[config.mk]
export PLATFORM = sky130hd
export DESIGN_NAME = pfc_pwm_timer
export DESIGN_NICKNAME = d
export VERILOG_FILES = /design/src/rtl/pfc_pwm_pkg.sv /design/src/rtl/tick_prescaler.sv /design/src/rtl/pfc_pwm_timer.sv
export VERILOG_INCLUDE_DIRS = /design/src /design/src/rtl
export SDC_FILE = /design/constraint.sdc
export NUM_CORES = 1
export LEC_CHECK = 0
export BUFFER_PORTS_ARGS = -buffer_cell sky130_fd_sc_hd__buf_4
export CAP_MARGIN = 20
export CORE_MARGIN = 2
export CORE_UTILIZATION = 30
export DETAILED_ROUTE_END_ITERATION = 10
export GPL_ROUTABILITY_DRIVEN = 0
export PLACE_DENSITY = 0.54
export SYNTH_ARGS = -nofsm -noshare
export SYNTH_HDL_FRONTEND = slang
export SYNTH_SLANG_ARGS = --single-unit
[constraint.sdc]
create_clock -name MCLK -period 4.1 [get_ports MCLK]
set_clock_uncertainty 0.15 [all_clocks]
set_input_delay 0.41 -clock MCLK [delete_from_list [all_inputs] [get_ports MCLK]]
set_output_delay 0.41 -clock MCLK [all_outputs]
set_load 0.02 [all_outputs]
[src/rtl/pfc_pwm_defines.svh]
`ifndef PFC_PWM_DEFINES_SVH
`define PFC_PWM_DEFINES_SVH

// ==========================================================
// register byte offsets
`define REG_CTRL      5'h00
`define REG_COUNT     5'h04
`define REG_CMP_A     5'h08
`define REG_CMP_B     5'h0C
`define REG_CAPTOP    5'h10
`define REG_STATUS    5'h14
`define REG_MASK      5'h18
`define REG_PINDIR    5'h1C

// ==========================================================
// control field positions
`define CTRL_MODE_LSB   0
`define CTRL_ACTA_LSB   4
`define CTRL_ACTB_LSB   6
`define CTRL_CSEL_LSB   8
`define CTRL_RESET      11'h000

// ==========================================================
// status / mask bit positions
`define ST_OVF   0
`define ST_CMPA  1
`define ST_CMPB  2
`define ST_CAP   3

// ==========================================================
// mode codes and counter limits
`define MODE_PFC_CAPTOP 4'h8
`define MODE_PFC_CMPA   4'h9
`define COUNT_BOTTOM    16'h0000
`define COUNT_ONE       16'h0001

// ==========================================================
// output action codes
`define ACT_OFF     2'h0
`define ACT_TOGGLE  2'h1
`define ACT_NONINV  2'h2
`define ACT_INV     2'h3

// ==========================================================
// prescaler selections and divide masks (divider minus one)
`define CSEL_STOP   3'h0
`define CSEL_DIV1   3'h1
`define CSEL_DIV8   3'h2
`define CSEL_DIV64  3'h3
`define CSEL_DIV256 3'h4
`define CSEL_DIV1K  3'h5
`define PRE_MASK_8    10'h007
`define PRE_MASK_64   10'h03F
`define PRE_MASK_256  10'h0FF
`define PRE_MASK_1K   10'h3FF

`endif

[src/rtl/pfc_pwm_pkg.sv]
`include "pfc_pwm_defines.svh"

package pfc_pwm_pkg;
  typedef logic [15:0] count_t;
  typedef logic [3:0]  mode_t;
  typedef logic [2:0]  csel_t;
  typedef enum logic [1:0] {
    ACT_OFF    = `ACT_OFF,
    ACT_TOGGLE = `ACT_TOGGLE,
    ACT_NONINV = `ACT_NONINV,
    ACT_INV    = `ACT_INV
  } action_t;
endpackage : pfc_pwm_pkg

[src/rtl/tick_prescaler.sv]
`timescale 1ns/1ps
`default_nettype none
`include "pfc_pwm_defines.svh"

module tick_prescaler (
  // clock and reset
  input  wire logic              MCLK,
  input  wire logic              RST,
  input  wire logic              CE,
  // selection and tick out
  input  wire pfc_pwm_pkg::csel_t sel,
  output logic                   tick
);
  logic [9:0] pre_q;
  logic [9:0] pre_d;
  logic [9:0] mask;

  // ==========================================================
  // divide masks; unlisted selections stop the timer
  assign mask = (sel == `CSEL_DIV8)   ? `PRE_MASK_8   :
                (sel == `CSEL_DIV64)  ? `PRE_MASK_64  :
                (sel == `CSEL_DIV256) ? `PRE_MASK_256 :
                `PRE_MASK_1K;
  assign pre_d = pre_q + 10'h001;
  // free-running divider shared by all ratios, so a ratio change needs no restart
  assign tick = (sel == `CSEL_DIV1) ? 1'b1 :
                (sel >= `CSEL_DIV8 && sel <= `CSEL_DIV1K) ?
                ((pre_q & mask) == mask) : 1'b0;

  // ==========================================================
  // prescale counter
  always_ff @(posedge MCLK or posedge RST) begin
    if (RST) begin
      pre_q <= 10'h000;
    end else if (CE) begin
      pre_q <= pre_d;
    end
  end
endmodule : tick_prescaler
`default_nettype wire

[src/rtl/pfc_pwm_timer.sv]
`timescale 1ns/1ps
`default_nettype none
`include "pfc_pwm_defines.svh"

module pfc_pwm_timer (
  // clock, reset, enable
  input  wire logic        MCLK,
  input  wire logic        RST,
  input  wire logic        CE,
  // avalon-mm slave
  input  wire logic [4:0]  AVS_ADDRESS,
  input  wire logic        AVS_READ,
  input  wire logic        AVS_WRITE,
  input  wire logic [31:0] AVS_WRITEDATA,
  input  wire logic [3:0]  AVS_BYTEENABLE,
  output logic [31:0]      AVS_READDATA,
  output logic             AVS_WAITREQUEST,
  // interrupt
  output logic             IRQ,
  // compare output pins
  output logic             COMPARE_OUTPUT_A,
  output logic             COMPARE_OUTPUT_A_OE,
  output logic             COMPARE_OUTPUT_B,
  output logic             COMPARE_OUTPUT_B_OE
);

  // ==========================================================
  // state
  logic [10:0]               ctrl_q;
  pfc_pwm_pkg::count_t       counter_value_q;
  pfc_pwm_pkg::count_t       counter_value_d;
  logic                      count_up_q;
  logic                      count_up_d;
  pfc_pwm_pkg::count_t       cmp_buf_a_q;
  pfc_pwm_pkg::count_t       cmp_buf_b_q;
  pfc_pwm_pkg::count_t       compare_value_a_q;
  pfc_pwm_pkg::count_t       compare_value_b_q;
  pfc_pwm_pkg::count_t       capture_top_value_q;
  logic [3:0]                status_q;
  logic [3:0]                status_d;
  logic [3:0]                mask_q;
  logic [1:0]                pin_direction_bit_q;
  logic [1:0]                compare_output_q;
  logic                      ack_q;
  logic [31:0]               rdata_q;

  // ==========================================================
  // control fields
  pfc_pwm_pkg::mode_t   waveform_mode_select;
  pfc_pwm_pkg::action_t output_action_select_a;
  pfc_pwm_pkg::action_t output_action_select_b;
  pfc_pwm_pkg::csel_t   clock_select;
  assign waveform_mode_select   = ctrl_q[`CTRL_MODE_LSB +: 4];
  assign output_action_select_a = pfc_pwm_pkg::action_t'(ctrl_q[`CTRL_ACTA_LSB +: 2]);
  assign output_action_select_b = pfc_pwm_pkg::action_t'(ctrl_q[`CTRL_ACTB_LSB +: 2]);
  assign clock_select           = ctrl_q[`CTRL_CSEL_LSB +: 3];

  // ==========================================================
  // bus decode: one wait state, so read data come from a register
  logic        req;
  logic        take;
  logic        wr;
  logic [31:0] wmask;
  assign req             = AVS_READ | AVS_WRITE;
  assign take            = req & ack_q;
  assign wr              = AVS_WRITE & take;
  assign AVS_WAITREQUEST = req & ~ack_q;
  assign AVS_READDATA    = rdata_q;
  assign wmask = {{8{AVS_BYTEENABLE[3]}}, {8{AVS_BYTEENABLE[2]}},
                  {8{AVS_BYTEENABLE[1]}}, {8{AVS_BYTEENABLE[0]}}};

  logic wr_ctrl;
  logic wr_cmp_a;
  logic wr_cmp_b;
  logic wr_captop;
  logic wr_status;
  logic wr_mask;
  logic wr_pindir;
  assign wr_ctrl   = wr & (AVS_ADDRESS == `REG_CTRL);
  assign wr_cmp_a  = wr & (AVS_ADDRESS == `REG_CMP_A);
  assign wr_cmp_b  = wr & (AVS_ADDRESS == `REG_CMP_B);
  assign wr_captop = wr & (AVS_ADDRESS == `REG_CAPTOP);
  assign wr_status = wr & (AVS_ADDRESS == `REG_STATUS);
  assign wr_mask   = wr & (AVS_ADDRESS == `REG_MASK);
  assign wr_pindir = wr & (AVS_ADDRESS == `REG_PINDIR);

  logic [31:0] wdata_m;
  assign wdata_m = AVS_WRITEDATA & wmask;

  // read mux; unmapped addresses read zero
  logic [31:0] rmux;
  assign rmux = (AVS_ADDRESS == `REG_CTRL)   ? {21'h000000, ctrl_q} :
                (AVS_ADDRESS == `REG_COUNT)  ? {16'h0000, counter_value_q} :
                (AVS_ADDRESS == `REG_CMP_A)  ? {16'h0000, cmp_buf_a_q} :
                (AVS_ADDRESS == `REG_CMP_B)  ? {16'h0000, cmp_buf_b_q} :
                (AVS_ADDRESS == `REG_CAPTOP) ? {16'h0000, capture_top_value_q} :
                (AVS_ADDRESS == `REG_STATUS) ? {28'h0000000, status_q} :
                (AVS_ADDRESS == `REG_MASK)   ? {28'h0000000, mask_q} :
                (AVS_ADDRESS == `REG_PINDIR) ? {30'h00000000, pin_direction_bit_q} :
                32'h00000000;

  // ==========================================================
  // tick source
  logic timer_tick_enable;
  tick_prescaler u_pre (
    .MCLK (MCLK),
    .RST  (RST),
    .CE   (CE),
    .sel  (clock_select),
    .tick (timer_tick_enable)
  );

  // ==========================================================
  // mode and TOP selection
  logic                pfc_mode;
  logic                top_is_a;
  pfc_pwm_pkg::count_t top_value;
  logic                step;
  assign pfc_mode  = (waveform_mode_select == `MODE_PFC_CAPTOP) |
                     (waveform_mode_select == `MODE_PFC_CMPA);
  assign top_is_a  = (waveform_mode_select == `MODE_PFC_CMPA);
  assign top_value = top_is_a ? compare_value_a_q : capture_top_value_q;
  // the tick only qualifies clocked logic, never clocks it
  assign step      = CE & timer_tick_enable & pfc_mode;

  // ==========================================================
  // counter position
  logic at_top;
  logic at_bottom;
  logic slope_up;
  assign at_top    = (counter_value_q == top_value);
  assign at_bottom = (counter_value_q == `COUNT_BOTTOM);
  // BOTTOM belongs to the rising slope, TOP to the falling one
  assign slope_up  = at_bottom | (count_up_q & ~at_top);

  // next count: TOP is held for exactly one tick, then down
  assign count_up_d = at_top ? 1'b0 :
                      at_bottom ? 1'b1 : count_up_q;
  assign counter_value_d =
      at_top    ? counter_value_q - `COUNT_ONE :
      at_bottom ? counter_value_q + `COUNT_ONE :
      count_up_q ? counter_value_q + `COUNT_ONE :
                   counter_value_q - `COUNT_ONE;

  // ==========================================================
  // compare matches per channel
  logic [1:0]           match;
  pfc_pwm_pkg::action_t act [2];
  pfc_pwm_pkg::count_t  cmp [2];
  logic [1:0]           out_d;
  assign act[0] = output_action_select_a;
  assign act[1] = output_action_select_b;
  assign cmp[0] = compare_value_a_q;
  assign cmp[1] = compare_value_b_q;

  genvar ch;
  generate
    for (ch = 0; ch < 2; ch++) begin : g_ch
      assign match[ch] = (counter_value_q == cmp[ch]);
      // toggle is honoured on channel A with A as TOP only
      assign out_d[ch] =
          ~match[ch] ? compare_output_q[ch] :
          (act[ch] == pfc_pwm_pkg::ACT_NONINV) ? ~slope_up :
          (act[ch] == pfc_pwm_pkg::ACT_INV)    ?  slope_up :
          (act[ch] == pfc_pwm_pkg::ACT_TOGGLE && ch == 0 && top_is_a) ?
              ~compare_output_q[ch] :
          compare_output_q[ch];
    end
  endgenerate

  // ==========================================================
  // flag events; hardware set wins over a same-cycle clear
  logic [3:0] events;
  assign events[`ST_OVF]  = step & at_bottom;
  assign events[`ST_CMPA] = step & match[0];
  assign events[`ST_CMPB] = step & match[1];
  assign events[`ST_CAP]  = step & at_top & ~top_is_a;
  assign status_d = (status_q & ~(wr_status ? wdata_m[3:0] : 4'h0)) | events;
  assign IRQ      = |(status_q & mask_q);

  // ==========================================================
  // pins: a channel reaches its pin only when connected and set to output
  assign COMPARE_OUTPUT_A    = compare_output_q[0];
  assign COMPARE_OUTPUT_B    = compare_output_q[1];
  assign COMPARE_OUTPUT_A_OE = pin_direction_bit_q[0] &
                               (output_action_select_a != pfc_pwm_pkg::ACT_OFF);
  assign COMPARE_OUTPUT_B_OE = pin_direction_bit_q[1] &
                               (output_action_select_b != pfc_pwm_pkg::ACT_OFF);

  // ==========================================================
  // bus handshake and read data
  always_ff @(posedge MCLK or posedge RST) begin
    if (RST) begin
      ack_q   <= 1'b0;
      rdata_q <= 32'h00000000;
    end else if (CE) begin
      ack_q   <= req & ~ack_q;
      rdata_q <= (AVS_READ & ~ack_q) ? rmux : rdata_q;
    end
  end

  // ==========================================================
  // software registers
  always_ff @(posedge MCLK or posedge RST) begin
    if (RST) begin
      ctrl_q              <= `CTRL_RESET;
      capture_top_value_q <= 16'h0000;
      mask_q              <= 4'h0;
      pin_direction_bit_q <= 2'h0;
      status_q            <= 4'h0;
    end else if (CE) begin
      if (wr_ctrl) ctrl_q <= (ctrl_q & ~wmask[10:0]) | wdata_m[10:0];
      if (wr_captop) capture_top_value_q <= (capture_top_value_q & ~wmask[15:0]) | wdata_m[15:0];
      if (wr_mask) mask_q <= (mask_q & ~wmask[3:0]) | wdata_m[3:0];
      if (wr_pindir) pin_direction_bit_q <= (pin_direction_bit_q & ~wmask[1:0]) | wdata_m[1:0];
      status_q <= status_d;
    end
  end

  // ==========================================================
  // compare buffers: software writes never touch the active values
  always_ff @(posedge MCLK or posedge RST) begin
    if (RST) begin
      cmp_buf_a_q <= 16'h0000;
      cmp_buf_b_q <= 16'h0000;
    end else if (CE) begin
      if (wr_cmp_a) cmp_buf_a_q <= (cmp_buf_a_q & ~wmask[15:0]) | wdata_m[15:0];
      if (wr_cmp_b) cmp_buf_b_q <= (cmp_buf_b_q & ~wmask[15:0]) | wdata_m[15:0];
    end
  end

  // ==========================================================
  // counter, active compares and outputs advance on the tick only
  always_ff @(posedge MCLK or posedge RST) begin
    if (RST) begin
      counter_value_q   <= `COUNT_BOTTOM;
      count_up_q        <= 1'b1;
      compare_value_a_q <= 16'h0000;
      compare_value_b_q <= 16'h0000;
      compare_output_q  <= 2'h0;
    end else if (step) begin
      counter_value_q  <= counter_value_d;
      count_up_q       <= count_up_d;
      compare_output_q <= out_d;
      // loading at BOTTOM keeps both slopes of a period equal
      if (at_bottom) begin
        compare_value_a_q <= cmp_buf_a_q;
        compare_value_b_q <= cmp_buf_b_q;
      end
    end
  end

endmodule : pfc_pwm_timer
`default_nettype wire

---- Word-level counts from Yosys, hierarchy flattened ----
Index checks and enable logic that the tools add are counted.
word-level totals
  flip-flop bits (word level) ............. 163
  bits in latches ......................... 0
  memory bits (writable) .................. 0
  ROM bits ................................ 0
  bits of input ports ..................... 46
  output and inout port bits .............. 38
  logic and storage cells ................. 140
  memories kept ........................... 0
cells by class
  add/sub/neg operators ................... 3
  $mul .................................... 0
  div/mod/pow operators ................... 0
  $lt $le $gt $ge ......................... 2
  equal/unequal tests ..................... 22
  shifts and indexed selects .............. 0
  multiplexer cells ....................... 25
  bitwise operators ....................... 51
  reduce and logical (&&, ||, !) cells .... 21
operator list
  kind                                                 number
  two-way mux 16 bit                                   9
  bitwise AND 16 bit                                   4
  equality test 16 bit                                 3
  bitwise OR 16 bit                                    3
  two-way mux 10 bit                                   3
  bitwise AND 1 bit                                    21
  equality test 5 bit, second input constant           4
  AND reduction 2 bit                                  9
  adder 16 x 1 -> 16 bit, second input constant        1
  logical NOT 16 bit                                   1
  inverter 16 bit                                      1
  subtractor 16 x 1 -> 16 bit, second input constant   1
  bitwise AND 4 bit                                    3
  two-way mux 4 bit                                    3
  bitwise AND 11 bit                                   1
  inverter 11 bit                                      1
  bitwise OR 11 bit                                    1
  adder 10 x 1 -> 10 bit, second input constant        1
  bitwise AND 10 bit                                   1
  equality test 10 bit                                 1
  equality test 5 x 4 -> 1 bit, second input constant  2
  two-way mux 1 bit                                    9
  equality test 2 bit, second input constant           4
  equality test 4 bit, second input constant           2
  21 further kinds                                     35

---- Logic depth before layout (Yosys ltp) ----
  depth in word-level cells ............... 13
  depth in mapped cells ................... 11
  depth with buffers taken out ............ 10

---- Hierarchy ----
A second synthesis with hierarchy kept.
unflattened totals
  cells, all modules ...................... 674
  area, all modules ....................... 7616.1 µm²
by module, submodules not included
  module          instances  cells an instance  area each (µm²)  seq. area each (µm²)
  pfc_pwm_timer   1          628                7108.1           3429.5
  tick_prescaler  1          46                 508.0            250.2

---- Least setup slack after synthesis ----
No wires, ideal clock.
  path kind ............................... register to register
  from .................................... reg counter_value_q[7]
  to ...................................... reg counter_value_q[8]
  library setup time ...................... 0.134 ns
  arrival ................................. 2.390 ns
  data required time ...................... 3.816 ns
  setup slack ............................. 1.426 ns
  cell stages (with the launch flop) ...... 10
  path buffers ............................ 2
  clock period less this slack ............ 2.674 ns
  cell sequence ........................... dfrtp_1 buf_6 or4_4 or3_4 and4bb_4 nor2_2 a21oi_4 buf_6 mux2i_1 xnor2_1
between the ends
  cells in the longest elaborated chain, start to end .. 4
  elaborated cells between the ends (all ways) .. 7
  classes of those cells .................. add/sub (2); eq/ne (1); mux (3); reduce/logical (1)
RTL lines
  item                                                                                    RTL line              RTL
  start, declared                                                                         pfc_pwm_timer.sv:30   pfc_pwm_pkg::count_t counter_value_q;
  start signal, assigned                                                                  pfc_pwm_timer.sv:236  counter_value_q <= `COUNT_BOTTOM;
  start signal, assigned                                                                  pfc_pwm_timer.sv:242  counter_value_q <= counter_value_d;
  subtractor 16 x 1 -> 16 bit (no source line) or adder 16 x 1 -> 16 bit (tied branches)  -
  two-way mux 16 bit (no source line) (2 in a row)                                        -
  two-way mux 16 bit (no source line) *                                                   -
Mark *: on every way between the ends. The rest lies on a longest branch, timed or not.
A chain may end at the register's enable or synchronous reset.

==> impl_metrics.env <==
export IMPL_syn_instance_count=742
export IMPL_viasPerCell=5.18
export IMPL_power_mw=3.56
export IMPL_via_count=5871
export IMPL_antenna_found_initial=0
export IMPL_post_cts_resize_count=0
export IMPL_dieHeight_um=166
export IMPL_p_clk_frac=0.451
export IMPL_r2r_end="counter_value_q[7]"
export IMPL_period_share=0.807
export IMPL_drv_cap=0
export IMPL_clock_latency_ns=0.43
export IMPL_swShare=0.263
export IMPL_crit_path_frequent_cell="buf_4"
export IMPL_synth_cell_types=60
export IMPL_avgSynthCellArea_um2=10.6
export IMPL_ff2ff_setup_slack_ns=0.79
export IMPL_arrival_ns=3.50
export IMPL_fin_nets=835
export IMPL_num_io_pins=84
export IMPL_holdWs_ns=0.0280
export IMPL_dpl_cell_area_um2=8570
export IMPL_path_delay_family="simple AND/OR/NAND/NOR gates"
export IMPL_cts_sinks=147
export IMPL_synth_edf_count=0
export IMPL_setup_viol_count_final=0
export IMPL_synth_area_top_cells="dfrtp_1 (46%), mux2_2 (14%), nand2_1 (3.6%)"
export IMPL_tns_ns=0
export IMPL_ant_nets=0
export IMPL_clk_pin_slew_ns=0.07
export IMPL_initial_core_util=0.304
export IMPL_period_minus_slack_ns=3.31
export IMPL_p_int_mw=2.62
export IMPL_htreeDepth=4
export IMPL_clk_path_buf_depth=2
export IMPL_grt_pass1_wl_um=34400
export IMPL_synth_seq_cells=147
export IMPL_slowest_stage="or4_1"
export IMPL_postCtsSetupRepairBufs=0
export IMPL_ir_drop_mv=0.280
export IMPL_cts_buffers=17
export IMPL_critPathCapture="counter_value_q[7]"
export IMPL_yosysWarnings=0
export IMPL_synth_most_common_cell="dfrtp_1"
export IMPL_synth_area_leader_cell="dfrtp_1"
export IMPL_worst_slack_ns=0.793
export IMPL_synthTopCellsByCount="dfrtp_1 (146), mux2_2 (97), nand2_1 (75)"
export IMPL_outcome="finished clean"
export IMPL_grt_pass1_vias=5821
export IMPL_dr_pass1_iters=7
export IMPL_die_area_um2=27500
export IMPL_cts_hold_buf=0
export IMPL_root_buffer="clkbuf_16"
export IMPL_pwr_share_comb=0.092
export IMPL_drive_gt1_frac=0.263
export IMPL_hold_viol_final=0
export IMPL_wirelength_um=21600
export IMPL_end_kind="flop"
export IMPL_p_per_area_nw_per_um2=388
export IMPL_cp_num_buf_inv=2
export IMPL_slew_headroom=0.372
export IMPL_rsz0062_at_grt="no"
export IMPL_async_flop_share=1.00
export IMPL_final_area_um2=9180
export IMPL_max_stage_delay_ns=0.53
export IMPL_areaGrowthSynthToFinish_pct=16.6
export IMPL_synth_area_um2=7870
export IMPL_cts_tree="done"
export IMPL_drc=0
export IMPL_numPortBuffers=49
export IMPL_antenna_cells=0
export IMPL_crit_chain="nand4bb_1 -> buf_4 -> buf_4 -> o22ai_1 -> nand3_1 -> nor4_2 -> a21oi_4 -> or4_1 -> o2111ai_1"
export IMPL_worst_pin_slew_ns=0.940
export IMPL_grtUsageTotal=0.160
export IMPL_worstPathMaxFanout=24
export IMPL_drv_slew=0
export IMPL_r2r_cells=9
export IMPL_cp_required_ns=4.29
export IMPL_yosys_area_top_type_share=0.464
export IMPL_initialDrtViolationCount=409
export IMPL_pre_cts_ws_ns=0.844
export IMPL_path_class="flop to flop"
export IMPL_startpoint_type="flop"
export IMPL_rows=59
export IMPL_cp_depth=9
export IMPL_seq_area_frac_synth=0.468
export IMPL_ys_flop_type="dfrtp_1"
export IMPL_die_w_um=166
export IMPL_wl_per_cell_um=19.1
export IMPL_grt_overflow_total=0
export IMPL_fmax_mhz=302
export IMPL_hp_class="input pin to asynchronous set/reset pin"
export IMPL_grt_start_max_net_pins=66
export IMPL_seqPwrFrac=0.457
export IMPL_p_sw_uw=936
export IMPL_p_leak_nw=4.44
export IMPL_coreArea_um2=25900
export IMPL_dpl_hpwl_um=15700
==> stage by stage <==
stage | instances | util
2_1_floorplan | 757 | -
3_3_place_gp | 1100 | 0.331
3_5_place_dp | 1100 | 0.331
4_1_cts | 1132 | 0.354
5_1_grt | 1133 | 0.354
6_report | 1133 | 0.354
==> cells by family (layout without fill, tap and decap cells) <==
family,count (synthesis),count (layout),share of synthesized area
compound gates,114,114,0.107
simple gates,222,222,0.142
mux,120,120,0.168
flops,147,147,0.468
buf+inv,81,122,0.0495
fa+ha+maj,4,4,0.00636
other cells,1,16,0.000477
xor+xnor,53,53,0.0590
==> area by class of cell <==
type                    instances  area [um^2]
clock buffers                  20          457
clock inverters                12          143
fillers                      2588        16700
inverters                      22         86.3
multi-input cells             529         3850
flip-flops and latches        147         3680
well taps                     335          419
repair buffers                 68          536
==> placed cells by master, fill, tap and decap left out, types with 11 or more instances in the layout <==
cell type,instances
dfrtp_1,146
mux2_2,97
nand2_1,75
buf_4,65
nor2_1,40
xor2_1,30
mux2i_1,23
xnor2_1,23
inv_1,21
nand3_1,20
o21ai_0,20
a21oi_1,19
clkbuf_16,17
nor3_1,16
conb_1,16
a21o_1,15
nand4_1,11
a222oi_1,11
nor2b_1,11
==> how the worst min path moves through the flow <==
stage | start | to | slack (ns) | cells past startpoint
finish | RST | asynchronous set/reset pin | 0.03 | 2
detailed placement | count_up_q | count_up_q | 0.31 | 2
CTS | RST | asynchronous set/reset pin | 0.06 | 2
floorplan | u_pre.pre_q[9] | u_pre.pre_q[9] | 0.29 | 1
global route | AVS_WRITEDATA[10] | flop | 0.07 | 3
global placement | count_up_q | count_up_q | 0.31 | 2
==> power groups by stage <==
stage	clock, mW	combinational [mW]	sequential [mW]
floorplan	0	0.217	1.64
global placement	0	0.324	1.65
detailed placement	0	0.331	1.65
CTS	1.63	0.333	1.63
global route	1.70	0.367	1.64
finish	1.60	0.328	1.63
==> routing by layer <==
metal	vias up	part of all wire	GRT usage
met4	0	0.011	0.0378
met3	17	0.046	0.0293
met1	2966	0.47	0.227
met2	165	0.47	0.253
li1	2723	-	-
met5	-	0	0
Power figures use the tool's default switching activity.
